<file path="src/pkg/ialc_pkg.sv">
package ialc_pkg;

  // Port and datapath widths
  localparam int ADDR_W = 8;
  localparam int DATA_W = 9;
  localparam int GAIN_W = 6;
  localparam int SAMPLE_W = 16;
  localparam int LEVEL_W = 15;
  localparam int TIMER_W = 24;
  localparam int INC_W = 5;

  // Register addresses
  localparam logic [ADDR_W-1:0] REG_CFG_ONE_ADDR   = 8'h20;
  localparam logic [ADDR_W-1:0] REG_CFG_TWO_ADDR   = 8'h21;
  localparam logic [ADDR_W-1:0] REG_CFG_THREE_ADDR = 8'h22;
  localparam logic [ADDR_W-1:0] REG_SRATE_ADDR     = 8'h23;
  localparam logic [ADDR_W-1:0] REG_STATUS_ADDR    = 8'h24;

  // Field positions
  localparam int ENABLE_BIT   = 8;
  localparam int CEIL_LSB     = 3;
  localparam int FLOOR_LSB    = 0;
  localparam int ZC_BIT       = 8;
  localparam int HOLD_LSB     = 4;
  localparam int TARGET_LSB   = 0;
  localparam int MODE_BIT     = 8;
  localparam int RAMPUP_LSB   = 4;
  localparam int RAMPDOWN_LSB = 0;
  localparam int SRATE_LSB    = 0;
  localparam int STAT_GAIN_LSB  = 0;
  localparam int STAT_STATE_LSB = 6;

  // Reset values
  localparam logic       ENABLE_RST   = 1'h0;
  localparam logic [2:0] CEIL_RST     = 3'h7;
  localparam logic [2:0] FLOOR_RST    = 3'h0;
  localparam logic       ZC_RST       = 1'h0;
  localparam logic [3:0] HOLD_RST     = 4'h0;
  localparam logic [3:0] TARGET_RST   = 4'hb;
  localparam logic       MODE_RST     = 1'h0;
  localparam logic [3:0] RAMPUP_RST   = 4'h3;
  localparam logic [3:0] RAMPDOWN_RST = 4'h2;
  localparam logic [2:0] SRATE_RST    = 3'h0;

  // Gain code: 0.75dB per step, code 0 is -12dB, eight steps per 6dB
  localparam int GAIN_6DB_SHIFT = 3;
  localparam logic [GAIN_W-1:0] CEIL_OFFSET = 6'h07;
  localparam logic [3:0] RATE_CODE_MAX = 4'ha;
  localparam int LIMITER_SPEED_SHIFT = 2;

  // Times in nanoseconds at 48 kHz; timers count quarter sample periods
  localparam int SAMPLE48_PS   = 20833;
  localparam int ATTACK_STEP_PS = 104000;
  localparam int DECAY_STEP_PS  = 410000;
  localparam int HOLD_BASE_PS   = 2670000;
  localparam int UNITS_PER_SAMPLE = 4;
  localparam int ATTACK_UNITS =
    (ATTACK_STEP_PS * UNITS_PER_SAMPLE + SAMPLE48_PS - 1) / SAMPLE48_PS;
  localparam int DECAY_UNITS =
    (DECAY_STEP_PS * UNITS_PER_SAMPLE + SAMPLE48_PS - 1) / SAMPLE48_PS;
  localparam int HOLD_UNITS =
    (HOLD_BASE_PS * UNITS_PER_SAMPLE + SAMPLE48_PS - 1) / SAMPLE48_PS;

  typedef enum logic [1:0] {ST_OFF, ST_HOLD, ST_DECAY, ST_ATTACK} ialc_state_type;

  typedef struct packed {
    logic       enable;
    logic [2:0] ceiling;
    logic [2:0] floor;
    logic       zcUpdate;
    logic [3:0] hold;
    logic [3:0] target;
    logic       limiterMode;
    logic [3:0] rampup;
    logic [3:0] rampdown;
    logic [2:0] sampleRate;
  } ialc_config_type;

  // Timer units added per real sample, from the configured rate
  function automatic logic [INC_W-1:0] srate_inc(input logic [2:0] code);
    case (code)
      3'h1: srate_inc = 5'h06;
      3'h2: srate_inc = 5'h08;
      3'h3: srate_inc = 5'h0c;
      3'h4: srate_inc = 5'h10;
      3'h5: srate_inc = 5'h18;
      default: srate_inc = 5'h04;
    endcase
  endfunction : srate_inc

  // Magnitude for -28.5dB FS plus 1.5dB per code
  function automatic logic [LEVEL_W-1:0] target_threshold(input logic [3:0] code);
    case (code)
      4'h0: target_threshold = 15'h04cf;
      4'h1: target_threshold = 15'h05b8;
      4'h2: target_threshold = 15'h06cc;
      4'h3: target_threshold = 15'h0814;
      4'h4: target_threshold = 15'h0999;
      4'h5: target_threshold = 15'h0b69;
      4'h6: target_threshold = 15'h0d8f;
      4'h7: target_threshold = 15'h101d;
      4'h8: target_threshold = 15'h1327;
      4'h9: target_threshold = 15'h16c3;
      4'ha: target_threshold = 15'h1b0d;
      4'hb: target_threshold = 15'h2027;
      4'hc: target_threshold = 15'h2635;
      4'hd: target_threshold = 15'h2d6a;
      4'he: target_threshold = 15'h35fa;
      default: target_threshold = 15'h4027;
    endcase
  endfunction : target_threshold

endpackage : ialc_pkg

</file>
<file path="src/hw/ialc_gain_ctrl.sv">
// Design decision made here: the address-and-strobe port.
`timescale 1ns/1ps
// Operation
// - With the limiter mode selected the loop sees peaks above the threshold and pulls gain down.
// - In limiter mode gain climbs back slowly to the static setting and never above it.
// - With level control selected the loop steers gain so the ADC level sits at the target.
// - The loop acts only while the enable bit 8 of the first register is set, reset clear.
// - The 4-bit target runs from -28.5dB FS in 1.5dB steps to -6dB FS, reset 1011.
// - The ceiling field in bits 5:3 caps gain from -6.75dB to +35.25dB in 6dB steps, reset 111.
// - The floor field in bits 2:0 limits gain from -12dB to +30dB in 6dB steps, reset 000.
// - Before gain rises the loop waits the hold delay of bits 7:4, 2.67ms doubling per code.
// - The hold delay is skipped entirely in limiter mode.
// - Gain starts to fall at once when the level goes over target, with no hold.
// - In level control the rise rate runs from 3.3ms to 3.36s per 6dB in powers of two.
// - In level control the fall rate runs from 832us to 852ms per 6dB in powers of two.
// - In limiter mode both ramp rates run about four times faster.
// - Timing follows the configured sample rate, so software must set it to the real rate.
// - Bit 8 of the second register makes gain changes wait for a zero crossing, reset off.
module ialc_gain_ctrl
  import ialc_pkg::*;
(
  input  wire logic                sys_clk,
  input  wire logic                resetn,
  input  wire logic [ADDR_W-1:0]   regAddr,
  input  wire logic [DATA_W-1:0]   regWrData,
  input  wire logic                regWrEn,
  input  wire logic                regRdEn,
  output logic      [DATA_W-1:0]   regRdData,
  input  wire logic                adcValid,
  input  wire logic [SAMPLE_W-1:0] adcSample,
  input  wire logic [GAIN_W-1:0]   pgaStaticGain,
  output logic      [GAIN_W-1:0]   pgaGain,
  output logic                     loopActive
);

  ialc_config_type    cfg_reg;
  ialc_config_type    cfg_next;
  ialc_state_type     state_reg;
  ialc_state_type     state_next;
  logic [GAIN_W-1:0]  work_reg;
  logic [GAIN_W-1:0]  work_next;
  logic [GAIN_W-1:0]  pgaGain_reg;
  logic [GAIN_W-1:0]  pgaGain_next;
  logic               pending_reg;
  logic               pending_next;
  logic [DATA_W-1:0]  rdData_reg;
  logic [DATA_W-1:0]  rdData_next;
  logic               active_reg;
  logic [LEVEL_W-1:0] peakLevel;
  logic               zeroCross;
  logic               timerExpired;
  logic               restartTimer;
  logic               clearPeak;

  // Register decode
  wire selOne   = (regAddr == REG_CFG_ONE_ADDR);
  wire selTwo   = (regAddr == REG_CFG_TWO_ADDR);
  wire selThree = (regAddr == REG_CFG_THREE_ADDR);
  wire selSrate = (regAddr == REG_SRATE_ADDR);
  wire selStat  = (regAddr == REG_STATUS_ADDR);

  // Write path; other addresses, the status word included, ignore writes
  always_comb begin
    cfg_next = cfg_reg;
    if (regWrEn && selOne) begin
      cfg_next.enable  = regWrData[ENABLE_BIT];
      cfg_next.ceiling = regWrData[CEIL_LSB +: 3];
      cfg_next.floor   = regWrData[FLOOR_LSB +: 3];
    end
    if (regWrEn && selTwo) begin
      cfg_next.zcUpdate = regWrData[ZC_BIT];
      cfg_next.hold     = regWrData[HOLD_LSB +: 4];
      cfg_next.target   = regWrData[TARGET_LSB +: 4];
    end
    if (regWrEn && selThree) begin
      cfg_next.limiterMode = regWrData[MODE_BIT];
      cfg_next.rampup      = regWrData[RAMPUP_LSB +: 4];
      cfg_next.rampdown    = regWrData[RAMPDOWN_LSB +: 4];
    end
    if (regWrEn && selSrate) begin
      cfg_next.sampleRate = regWrData[SRATE_LSB +: 3];
    end
  end

  // Read words, built from the stored fields
  wire [DATA_W-1:0] wordOne = {cfg_reg.enable, 2'h0, cfg_reg.ceiling, cfg_reg.floor};
  wire [DATA_W-1:0] wordTwo = {cfg_reg.zcUpdate, cfg_reg.hold, cfg_reg.target};
  wire [DATA_W-1:0] wordThree = {cfg_reg.limiterMode, cfg_reg.rampup, cfg_reg.rampdown};
  wire [DATA_W-1:0] wordSrate = {6'h00, cfg_reg.sampleRate};
  // Status bit 8 shows a gain change still waiting for a zero crossing
  wire [DATA_W-1:0] wordStat  = {pending_reg, state_reg, work_reg};

  // Unmapped reads answer zero; data shows only in the cycle after the strobe
  assign rdData_next = !regRdEn ? {DATA_W{1'b0}} :
                       selOne   ? wordOne :
                       selTwo   ? wordTwo :
                       selThree ? wordThree :
                       selSrate ? wordSrate :
                       selStat  ? wordStat : {DATA_W{1'b0}};

  // Gain limits in 0.75dB codes
  wire [GAIN_W-1:0] floorGain = {cfg_reg.floor, 3'h0};
  wire [GAIN_W-1:0] ceilGain  = {cfg_reg.ceiling, 3'h0} | CEIL_OFFSET;
  // Limiter never climbs past the static gain
  wire [GAIN_W-1:0] upperGain = (cfg_reg.limiterMode && pgaStaticGain < ceilGain) ?
                                pgaStaticGain : ceilGain;
  // Ceiling wins if software sets the floor above it
  wire [GAIN_W-1:0] lowerGain = (floorGain > upperGain) ? upperGain : floorGain;
  wire              canRise   = (work_reg < upperGain);
  wire              canFall   = (work_reg > lowerGain);
  wire [GAIN_W-1:0] gainUp    = work_reg + 6'h01;
  wire [GAIN_W-1:0] gainDown  = work_reg - 6'h01;
  wire [GAIN_W-1:0] gainClamp = (work_reg > upperGain) ? upperGain :
                                (work_reg < lowerGain) ? lowerGain : work_reg;

  // Peak over the target; the same threshold serves both modes
  wire [LEVEL_W-1:0] threshold = target_threshold(cfg_reg.target);
  wire               overNow   = (peakLevel > threshold);

  // Rate codes above ten act as ten
  wire [3:0] upCode   = (cfg_reg.rampup > RATE_CODE_MAX) ? RATE_CODE_MAX : cfg_reg.rampup;
  wire [3:0] downCode = (cfg_reg.rampdown > RATE_CODE_MAX) ? RATE_CODE_MAX : cfg_reg.rampdown;
  wire [3:0] holdShift = cfg_reg.hold - 4'h1;
  wire [TIMER_W-1:0] decayBase  = TIMER_W'(DECAY_UNITS);
  wire [TIMER_W-1:0] attackBase = TIMER_W'(ATTACK_UNITS);
  wire [TIMER_W-1:0] holdBase   = TIMER_W'(HOLD_UNITS);
  wire [TIMER_W-1:0] decayFull  = decayBase << upCode;
  wire [TIMER_W-1:0] attackFull = attackBase << downCode;
  // Limiter divides both rates by four for fast peak reduction
  wire [TIMER_W-1:0] decayIvl   = cfg_reg.limiterMode ?
                                  (decayFull >> LIMITER_SPEED_SHIFT) : decayFull;
  wire [TIMER_W-1:0] attackIvl  = cfg_reg.limiterMode ?
                                  (attackFull >> LIMITER_SPEED_SHIFT) : attackFull;
  wire [TIMER_W-1:0] holdIvl    = holdBase << holdShift;
  // Zero hold code, or limiter mode, means no wait at all
  wire               skipHold   = cfg_reg.limiterMode || (cfg_reg.hold == 4'h0);
  wire [TIMER_W-1:0] interval   = (state_reg == ST_ATTACK) ? attackIvl :
                                  (state_reg == ST_HOLD)   ? holdIvl : decayIvl;
  // Timer units per sample follow the configured rate, not the real one
  wire [INC_W-1:0]   sampleInc  = srate_inc(cfg_reg.sampleRate);

  ialc_peak_detect u_peak (
    .sys_clk     (sys_clk),
    .resetn      (resetn),
    .sampleValid (adcValid),
    .sample      (adcSample),
    .clearPeak   (clearPeak),
    .peakLevel   (peakLevel),
    .zeroCross   (zeroCross)
  );

  ialc_step_timer u_timer (
    .sys_clk     (sys_clk),
    .resetn      (resetn),
    .restart     (restartTimer),
    .sampleValid (adcValid),
    .inc         (sampleInc),
    .interval    (interval),
    .expired     (timerExpired)
  );

  // Loop sequencer: a peak over target takes priority in the hold and decay states
  always_comb begin
    state_next   = state_reg;
    work_next    = work_reg;
    restartTimer = 1'b0;
    clearPeak    = 1'b0;
    case (state_reg)
      ST_OFF: begin
        work_next = pgaStaticGain;
        if (cfg_reg.enable) begin
          state_next   = skipHold ? ST_DECAY : ST_HOLD;
          restartTimer = 1'b1;
          clearPeak    = 1'b1;
        end
      end
      ST_HOLD: begin
        work_next = gainClamp;
        if (overNow) begin
          // First step down happens at once, no hold before it
          state_next   = ST_ATTACK;
          work_next    = canFall ? gainDown : gainClamp;
          restartTimer = 1'b1;
          clearPeak    = 1'b1;
        end else if (skipHold || timerExpired) begin
          state_next   = ST_DECAY;
          restartTimer = 1'b1;
        end
      end
      ST_DECAY: begin
        work_next = gainClamp;
        if (overNow) begin
          state_next   = ST_ATTACK;
          work_next    = canFall ? gainDown : gainClamp;
          restartTimer = 1'b1;
          clearPeak    = 1'b1;
        end else if (timerExpired && canRise) begin
          // Level under target: one step up per decay interval
          work_next    = gainUp;
          restartTimer = 1'b1;
          clearPeak    = 1'b1;
        end
      end
      ST_ATTACK: begin
        work_next = gainClamp;
        if (timerExpired) begin
          restartTimer = 1'b1;
          clearPeak    = 1'b1;
          if (overNow) begin
            work_next = canFall ? gainDown : gainClamp;
          end else begin
            state_next = skipHold ? ST_DECAY : ST_HOLD;
          end
        end
      end
      default: begin
        state_next = ST_OFF;
        work_next  = pgaStaticGain;
      end
    endcase
    if (!cfg_reg.enable) begin
      // Disabled: gain returns to the static setting straight away
      state_next = ST_OFF;
      work_next  = pgaStaticGain;
    end
  end

  // Output gain follows the working gain, or waits for a zero crossing.
  // A change that never meets a crossing, e.g. on DC input, stays pending.
  wire changed = (work_reg != pgaGain_reg);
  wire applyNow = !cfg_reg.enable || !cfg_reg.zcUpdate || zeroCross;
  // Disabled: a pending loop gain is dropped, never flashed onto the amplifier
  assign pgaGain_next = !cfg_reg.enable       ? pgaStaticGain :
                        (changed && applyNow) ? work_reg : pgaGain_reg;
  assign pending_next = changed && !applyNow;

  // Configuration flip-flops
  always_ff @(posedge sys_clk or negedge resetn) begin
    if (!resetn) begin
      cfg_reg.enable      <= ENABLE_RST;
      cfg_reg.ceiling     <= CEIL_RST;
      cfg_reg.floor       <= FLOOR_RST;
      cfg_reg.zcUpdate    <= ZC_RST;
      cfg_reg.hold        <= HOLD_RST;
      cfg_reg.target      <= TARGET_RST;
      cfg_reg.limiterMode <= MODE_RST;
      cfg_reg.rampup      <= RAMPUP_RST;
      cfg_reg.rampdown    <= RAMPDOWN_RST;
      cfg_reg.sampleRate  <= SRATE_RST;
    end else begin
      cfg_reg <= cfg_next;
    end
  end

  // Loop state; gain leaves reset at the lowest code until enabled or tracked
  always_ff @(posedge sys_clk or negedge resetn) begin
    if (!resetn) begin
      state_reg   <= ST_OFF;
      work_reg    <= 6'h00;
      pgaGain_reg <= 6'h00;
      pending_reg <= 1'b0;
    end else begin
      state_reg   <= state_next;
      work_reg    <= work_next;
      pgaGain_reg <= pgaGain_next;
      pending_reg <= pending_next;
    end
  end

  // Registered outputs
  always_ff @(posedge sys_clk or negedge resetn) begin
    if (!resetn) begin
      rdData_reg <= {DATA_W{1'b0}};
      active_reg <= 1'b0;
    end else begin
      rdData_reg <= rdData_next;
      active_reg <= (state_next != ST_OFF);
    end
  end

  assign regRdData  = rdData_reg;
  assign pgaGain    = pgaGain_reg;
  assign loopActive = active_reg;

endmodule : ialc_gain_ctrl

</file>
<file path="src/hw/ialc_peak_detect.sv">
`timescale 1ns/1ps
module ialc_peak_detect
  import ialc_pkg::*;
(
  input  wire logic                sys_clk,
  input  wire logic                resetn,
  input  wire logic                sampleValid,
  input  wire logic [SAMPLE_W-1:0] sample,
  input  wire logic                clearPeak,
  output logic      [LEVEL_W-1:0]  peakLevel,
  output logic                     zeroCross
);
  logic [LEVEL_W-1:0] peak_reg;
  logic               sign_reg;
  logic               zc_reg;
  wire  [SAMPLE_W-1:0] negated  = SAMPLE_W'(~sample + 16'h0001);
  // Full-scale negative saturates so it is not read as zero
  wire  [LEVEL_W-1:0]  absLevel = !sample[SAMPLE_W-1] ? sample[LEVEL_W-1:0] :
                                  negated[SAMPLE_W-1] ? 15'h7fff : negated[LEVEL_W-1:0];
  wire  [LEVEL_W-1:0]  base     = clearPeak ? 15'h0000 : peak_reg;
  wire  [LEVEL_W-1:0]  peak_next = (sampleValid && absLevel > base) ? absLevel : base;
  wire                 zc_next  = sampleValid && (sample[SAMPLE_W-1] != sign_reg);

  // Peak holds the largest magnitude since the last clear
  always_ff @(posedge sys_clk or negedge resetn) begin
    if (!resetn) begin
      peak_reg <= 15'h0000;
      sign_reg <= 1'b0;
      zc_reg   <= 1'b0;
    end else begin
      peak_reg <= peak_next;
      zc_reg   <= zc_next;
      if (sampleValid) sign_reg <= sample[SAMPLE_W-1];
    end
  end

  assign peakLevel = peak_reg;
  assign zeroCross = zc_reg;
endmodule : ialc_peak_detect

</file>
<file path="src/hw/ialc_step_timer.sv">
`timescale 1ns/1ps
module ialc_step_timer
  import ialc_pkg::*;
(
  input  wire logic               sys_clk,
  input  wire logic               resetn,
  input  wire logic               restart,
  input  wire logic               sampleValid,
  input  wire logic [INC_W-1:0]   inc,
  input  wire logic [TIMER_W-1:0] interval,
  output logic                    expired
);
  logic [TIMER_W-1:0] elapsed_reg;
  // One extra bit catches the wrap so the count saturates
  wire  [TIMER_W:0]   sum = {1'b0, elapsed_reg} + {{(TIMER_W+1-INC_W){1'b0}}, inc};
  wire  [TIMER_W-1:0] elapsed_next = restart ? {TIMER_W{1'b0}} :
                                     !sampleValid ? elapsed_reg :
                                     sum[TIMER_W] ? {TIMER_W{1'b1}} : sum[TIMER_W-1:0];

  // Elapsed time advances per real sample, weighted by the configured rate
  always_ff @(posedge sys_clk or negedge resetn) begin
    if (!resetn) elapsed_reg <= {TIMER_W{1'b0}};
    else         elapsed_reg <= elapsed_next;
  end

  assign expired = (elapsed_reg >= interval);
endmodule : ialc_step_timer

</file>
<file path="config.mk">
export PLATFORM = sky130hd
export DESIGN_NAME = ialc_gain_ctrl
export DESIGN_NICKNAME = d
export VERILOG_FILES = /design/src/pkg/ialc_pkg.sv /design/src/hw/ialc_gain_ctrl.sv /design/src/hw/ialc_peak_detect.sv /design/src/hw/ialc_step_timer.sv
export SDC_FILE = /design/constraint.sdc
export NUM_CORES = 1
export LEC_CHECK = 0
export BUFFER_PORTS_ARGS = -buffer_cell sky130_fd_sc_hd__buf_4
export CORE_UTILIZATION = 55
export DETAILED_ROUTE_END_ITERATION = 10
export PLACE_DENSITY_LB_ADDON = 0.3
export SETUP_SLACK_MARGIN = 0.2
export SYNTH_ARGS = -nofsm -noshare
export SYNTH_HDL_FRONTEND = slang
export SYNTH_HIERARCHICAL = 1
export SYNTH_SLANG_ARGS = --single-unit
</file>
<file path="constraint.sdc">
create_clock -name sys_clk -period 6.9 [get_ports sys_clk]
set_input_delay 0.69 -clock sys_clk [delete_from_list [all_inputs] [get_ports sys_clk]]
set_output_delay 0.69 -clock sys_clk [all_outputs]
set_load 0.05 [all_outputs]
</file>
==> metrics.md <==
| Metric | Value |
|---|---|
| Diodes inserted | `0` |
| Leakage dissipation | `approximately 4.3 nW` |
| Relative slew slack | `0.321` |
| Die ar. | `around 17000 um^2` |
| CTS hold repair buffers | `0` |
| Final worst path period need | `6.16 ns` |
| RSZ-0062 raised after global routing | `false` |
| Initial antenna violation count | `0` |
| IO Count | `60` |
| Syn Area/Cell | `between 8 and 9 um^2` |
| Final HPWL DP | `around 19 mm` |
| Max clock buf depth | `2` |
| Port bufs | `59` |
| Final ANT Viol Nets | `0` |
| Pwr Total | `approximately 2.2 mW` |
| Buffer and inverter count on the worst path | `4` |
| Vias in the first global route | `slightly above 8000` |
| Crit-path max cell delay | `approximately 0.66 ns` |
| Mapped Area | `9210 um^2` |
| Max IR drop VDD | `0.142 mV` |
| Largest register FFs | `25` |
| Worst r2r dst | `u_peak/peakLevel[3]` |
| Clk pin slew, worst setup/hold paths | `around 0.07 ns` |
| First-pass GRT wire length | `between 40 and 50 mm` |
| Post-synth ARST share | `1.00` |
| Chip width | `around 130 um` |
| # H-tree levels | `3` |
| Postcts setup bufs | `0` |
| Max cap viols | `0` |
| Sequential share of the synthesized area | `0.257` |
| Post-synth cell types | `93` |
| Fmax | `162 MHz` |
| GR Overflow Total | `0` |
| Via count | `slightly below 9000` |
| Post-route clock skew | `about 0.0079 ns` |
| Wire per inst | `roughly 18 um` |
| Fin Hold WS | `0.281 ns` |
| CP max FO | `15` |
| Fillers | `1433` |
| Cell family with most CP delay | `compound AO/OA/AOI/OAI gates` |
| Critical Path AT | `6.38 ns` |
| DR iter-0 viols | `approximately 840` |
| Worst setup EP type | `register` |
| Slowest CP cell | `dfstp_2` |
| Share of post-route cells with drive strength above 1 | `0.145` |
| DRC Markers | `0` |
| Clk sink count | `94` |
| CTS resizes | `0` |
| Commonest non-fill, non-tap cell in the layout | `nand2_1` |
| Total negative slack | `0 ns` |
| Syn-to-layout area delta | `9.16%` |
| CP Launch Type | `register` |
| Final wirelength | `between 20 and 30 mm` |
| Yosys reg bits | `94` |
| Syn nets | `roughly 1300` |
| Layout net count | `around 1300` |
| Cells after synthesis | `~1100` |
| Vias per inst | `~6.4` |
| Total CTS buffers | `9` |
| Clock latency on the worst-skew pair | `around 0.35 ns` |
| FF-to-FF Start | `cfg_reg[8]` |
| Final Hold Viols | `0` |
| Gp weighted congestion | `just under 1` |
| EDFF count, synth | `0` |
| R2R setup slack | `~0.74 ns` |
| Tcrit/Tclk final | `0.893` |
| Most frequent cells in the layout | `nand2_1, nor2_1, ha_1, dfrtp_1, a21oi_1` |
| Top_reg_cell synth | `dfrtp_1` |
| Pre-antenna DRT Iters | `6` |
| All-Layer GR Usage | `0.294` |
| Final setup viols | `0` |
| CP Class | `register to register` |
| Worst endpoint required time | `approximately 7 ns` |
| Worst Reg2Reg Path Length in Cells | `26` |
| Starting Density | `0.571` |
| Largest net degree at the start of global routing | `between 60 and 70` |
| Slew Limit Fails | `0` |
| CTS Root Buffer Type | `clkbuf_16` |
| CTS tree | `built` |
| Hold Path Class | `input port to async pin` |
| Synth Warn # | `6` |
| Most used cell, CP | `o21ai_0` |
| Die Ht | `131 um` |
| Core Footprint | `16100 um^2` |
| Outcome | `completed` |
| Site row count | `46` |
| Pwr Density | `about 220 nW/um^2` |
| Least-Margin Pin Slew | `between 1 and 1.5 ns` |
worst max path at each step:
stage                 from                   end  slack, ns  depth (start not counted)
6_report        cfg_reg[8]   u_peak/peakLevel[3]       0.74                         26
5_1_grt         cfg_reg[8]   u_peak/peakLevel[3]       0.30                         26
4_1_cts        cfg_reg[10]   u_peak/peakLevel[0]       0.60                         26
3_5_place_dp   cfg_reg[10]   u_peak/peakLevel[0]       0.65                         26
3_3_place_gp   cfg_reg[10]   u_peak/peakLevel[0]       0.80                         26
2_1_floorplan   cfg_reg[9]  u_peak/peakLevel[10]       1.27                         28
final cells by class:
type	instances	area (um^2)	area share
inverters	74	278	0.0276
clock inverters	7	67.6	0.00672
well taps	216	270	0.0269
flip-flops and latches	94	2360	0.235
multi-input cells	898	6320	0.629
repair buffers	70	526	0.0523
clock buffers	9	225	0.0224
cell families (layout without fill, tap and decap cells):
group / after synthesis / after routing / share of synthesized area
buffers and inverters: 137 / 160 / 0.0594
other: 1 / 1 / 0.000407
xor gates and xnor gates: 26 / 26 / 0.0247
adders and majority gates: 86 / 86 / 0.117
muxes: 65 / 65 / 0.0753
DFF: 94 / 94 / 0.257
and+or+nand+nor: 391 / 391 / 0.221
AOI/OAI and AO/OA: 329 / 329 / 0.245
report_power, final:
| group | total [mW] | leakage, nW | internal (mW) | switching (mW) |
|---|---|---|---|---|
| logic | 0.960 | 2.99 | 0.402 | 0.558 |
| clock network | 0.492 | 0.145 | 0.253 | 0.239 |
| registers | 0.735 | 1.19 | 0.637 | 0.0981 |
worst reg2reg max path: stages (launching register included):
cell and delay, ns:
dfstp_2 0.66, o21ai_0 0.20, and2_1 0.25, ha_1 0.29
inv_1 0.09, nor2_1 0.05, a211o_1 0.26, o21ai_0 0.07
a21oi_1 0.11, o22ai_1 0.14, inv_1 0.06, ha_1 0.22
or4_1 0.52, o2111ai_1 0.11, o21ai_0 0.10, a32o_1 0.39
o21ai_0 0.14, o211ai_1 0.11, o21a_1 0.30, nor2b_1 0.23
inv_1 0.06, ha_1 0.31, nand4_1 0.19, o41ai_1 0.62
a31oi_4 0.16, buf_4 0.25, mux2i_1 0.12
synth_stat cells, drive strengths merged (5+ instances only):
| master | count | share of area |
|---|---|---|
| o31ai | 7 | 0.0057 |
| o22ai | 10 | 0.0068 |
| a21oi | 74 | 0.040 |
| and4 | 5 | 0.0048 |
| nor4 | 7 | 0.0071 |
| or2 | 10 | 0.0068 |
| xor2 | 15 | 0.014 |
| o311ai | 5 | 0.0048 |
| and2 | 14 | 0.0095 |
| clkbuf | 46 | 0.019 |
| mux2 | 34 | 0.042 |
| nor2b | 13 | 0.0088 |
| nor3 | 28 | 0.016 |
| o21bai | 5 | 0.0041 |
| o21ai | 68 | 0.037 |
| a211oi | 19 | 0.016 |
| xnor2 | 11 | 0.010 |
| nand2 | 92 | 0.038 |
| a21o | 15 | 0.012 |
| ha | 84 | 0.11 |
| a221oi | 9 | 0.0092 |
| nand3b | 5 | 0.0054 |
| or3 | 7 | 0.0048 |
| a31oi | 22 | 0.015 |
| nand3 | 38 | 0.023 |
| o211ai | 15 | 0.013 |
| a311oi | 10 | 0.011 |
| nand2b | 32 | 0.022 |
| nor2 | 89 | 0.036 |
| a22oi | 6 | 0.0069 |
| inv | 73 | 0.030 |
| o41ai | 6 | 0.0057 |
| dfrtp | 85 | 0.23 |
| nand4 | 19 | 0.014 |
| o21a | 6 | 0.0049 |
| or4 | 5 | 0.0045 |
| buf | 17 | 0.010 |
| a211o | 5 | 0.0048 |
| and3 | 19 | 0.013 |
| mux2i | 31 | 0.034 |
| dfstp | 9 | 0.026 |
per-layer routing:
layer  share of wire  track usage
met3           0.074       0.0424
met2            0.45        0.464
met1            0.45        0.406
met4           0.026        0.111
met5               0            0
stage by stage:
stage / util / setup slack [ns] / instance area, um^2 / cells
floorplan: - / 1.27 / 9210 / 1129
global placement: 0.605 / 0.800 / 9750 / 1352
detailed placement: 0.605 / 0.653 / 9750 / 1352
CTS: 0.623 / 0.602 / 10000 / 1368
global route: 0.624 / 0.302 / 10000 / 1368
finish: 0.624 / 0.741 / 10000 / 1368
(Power assumes the default switching activity.)
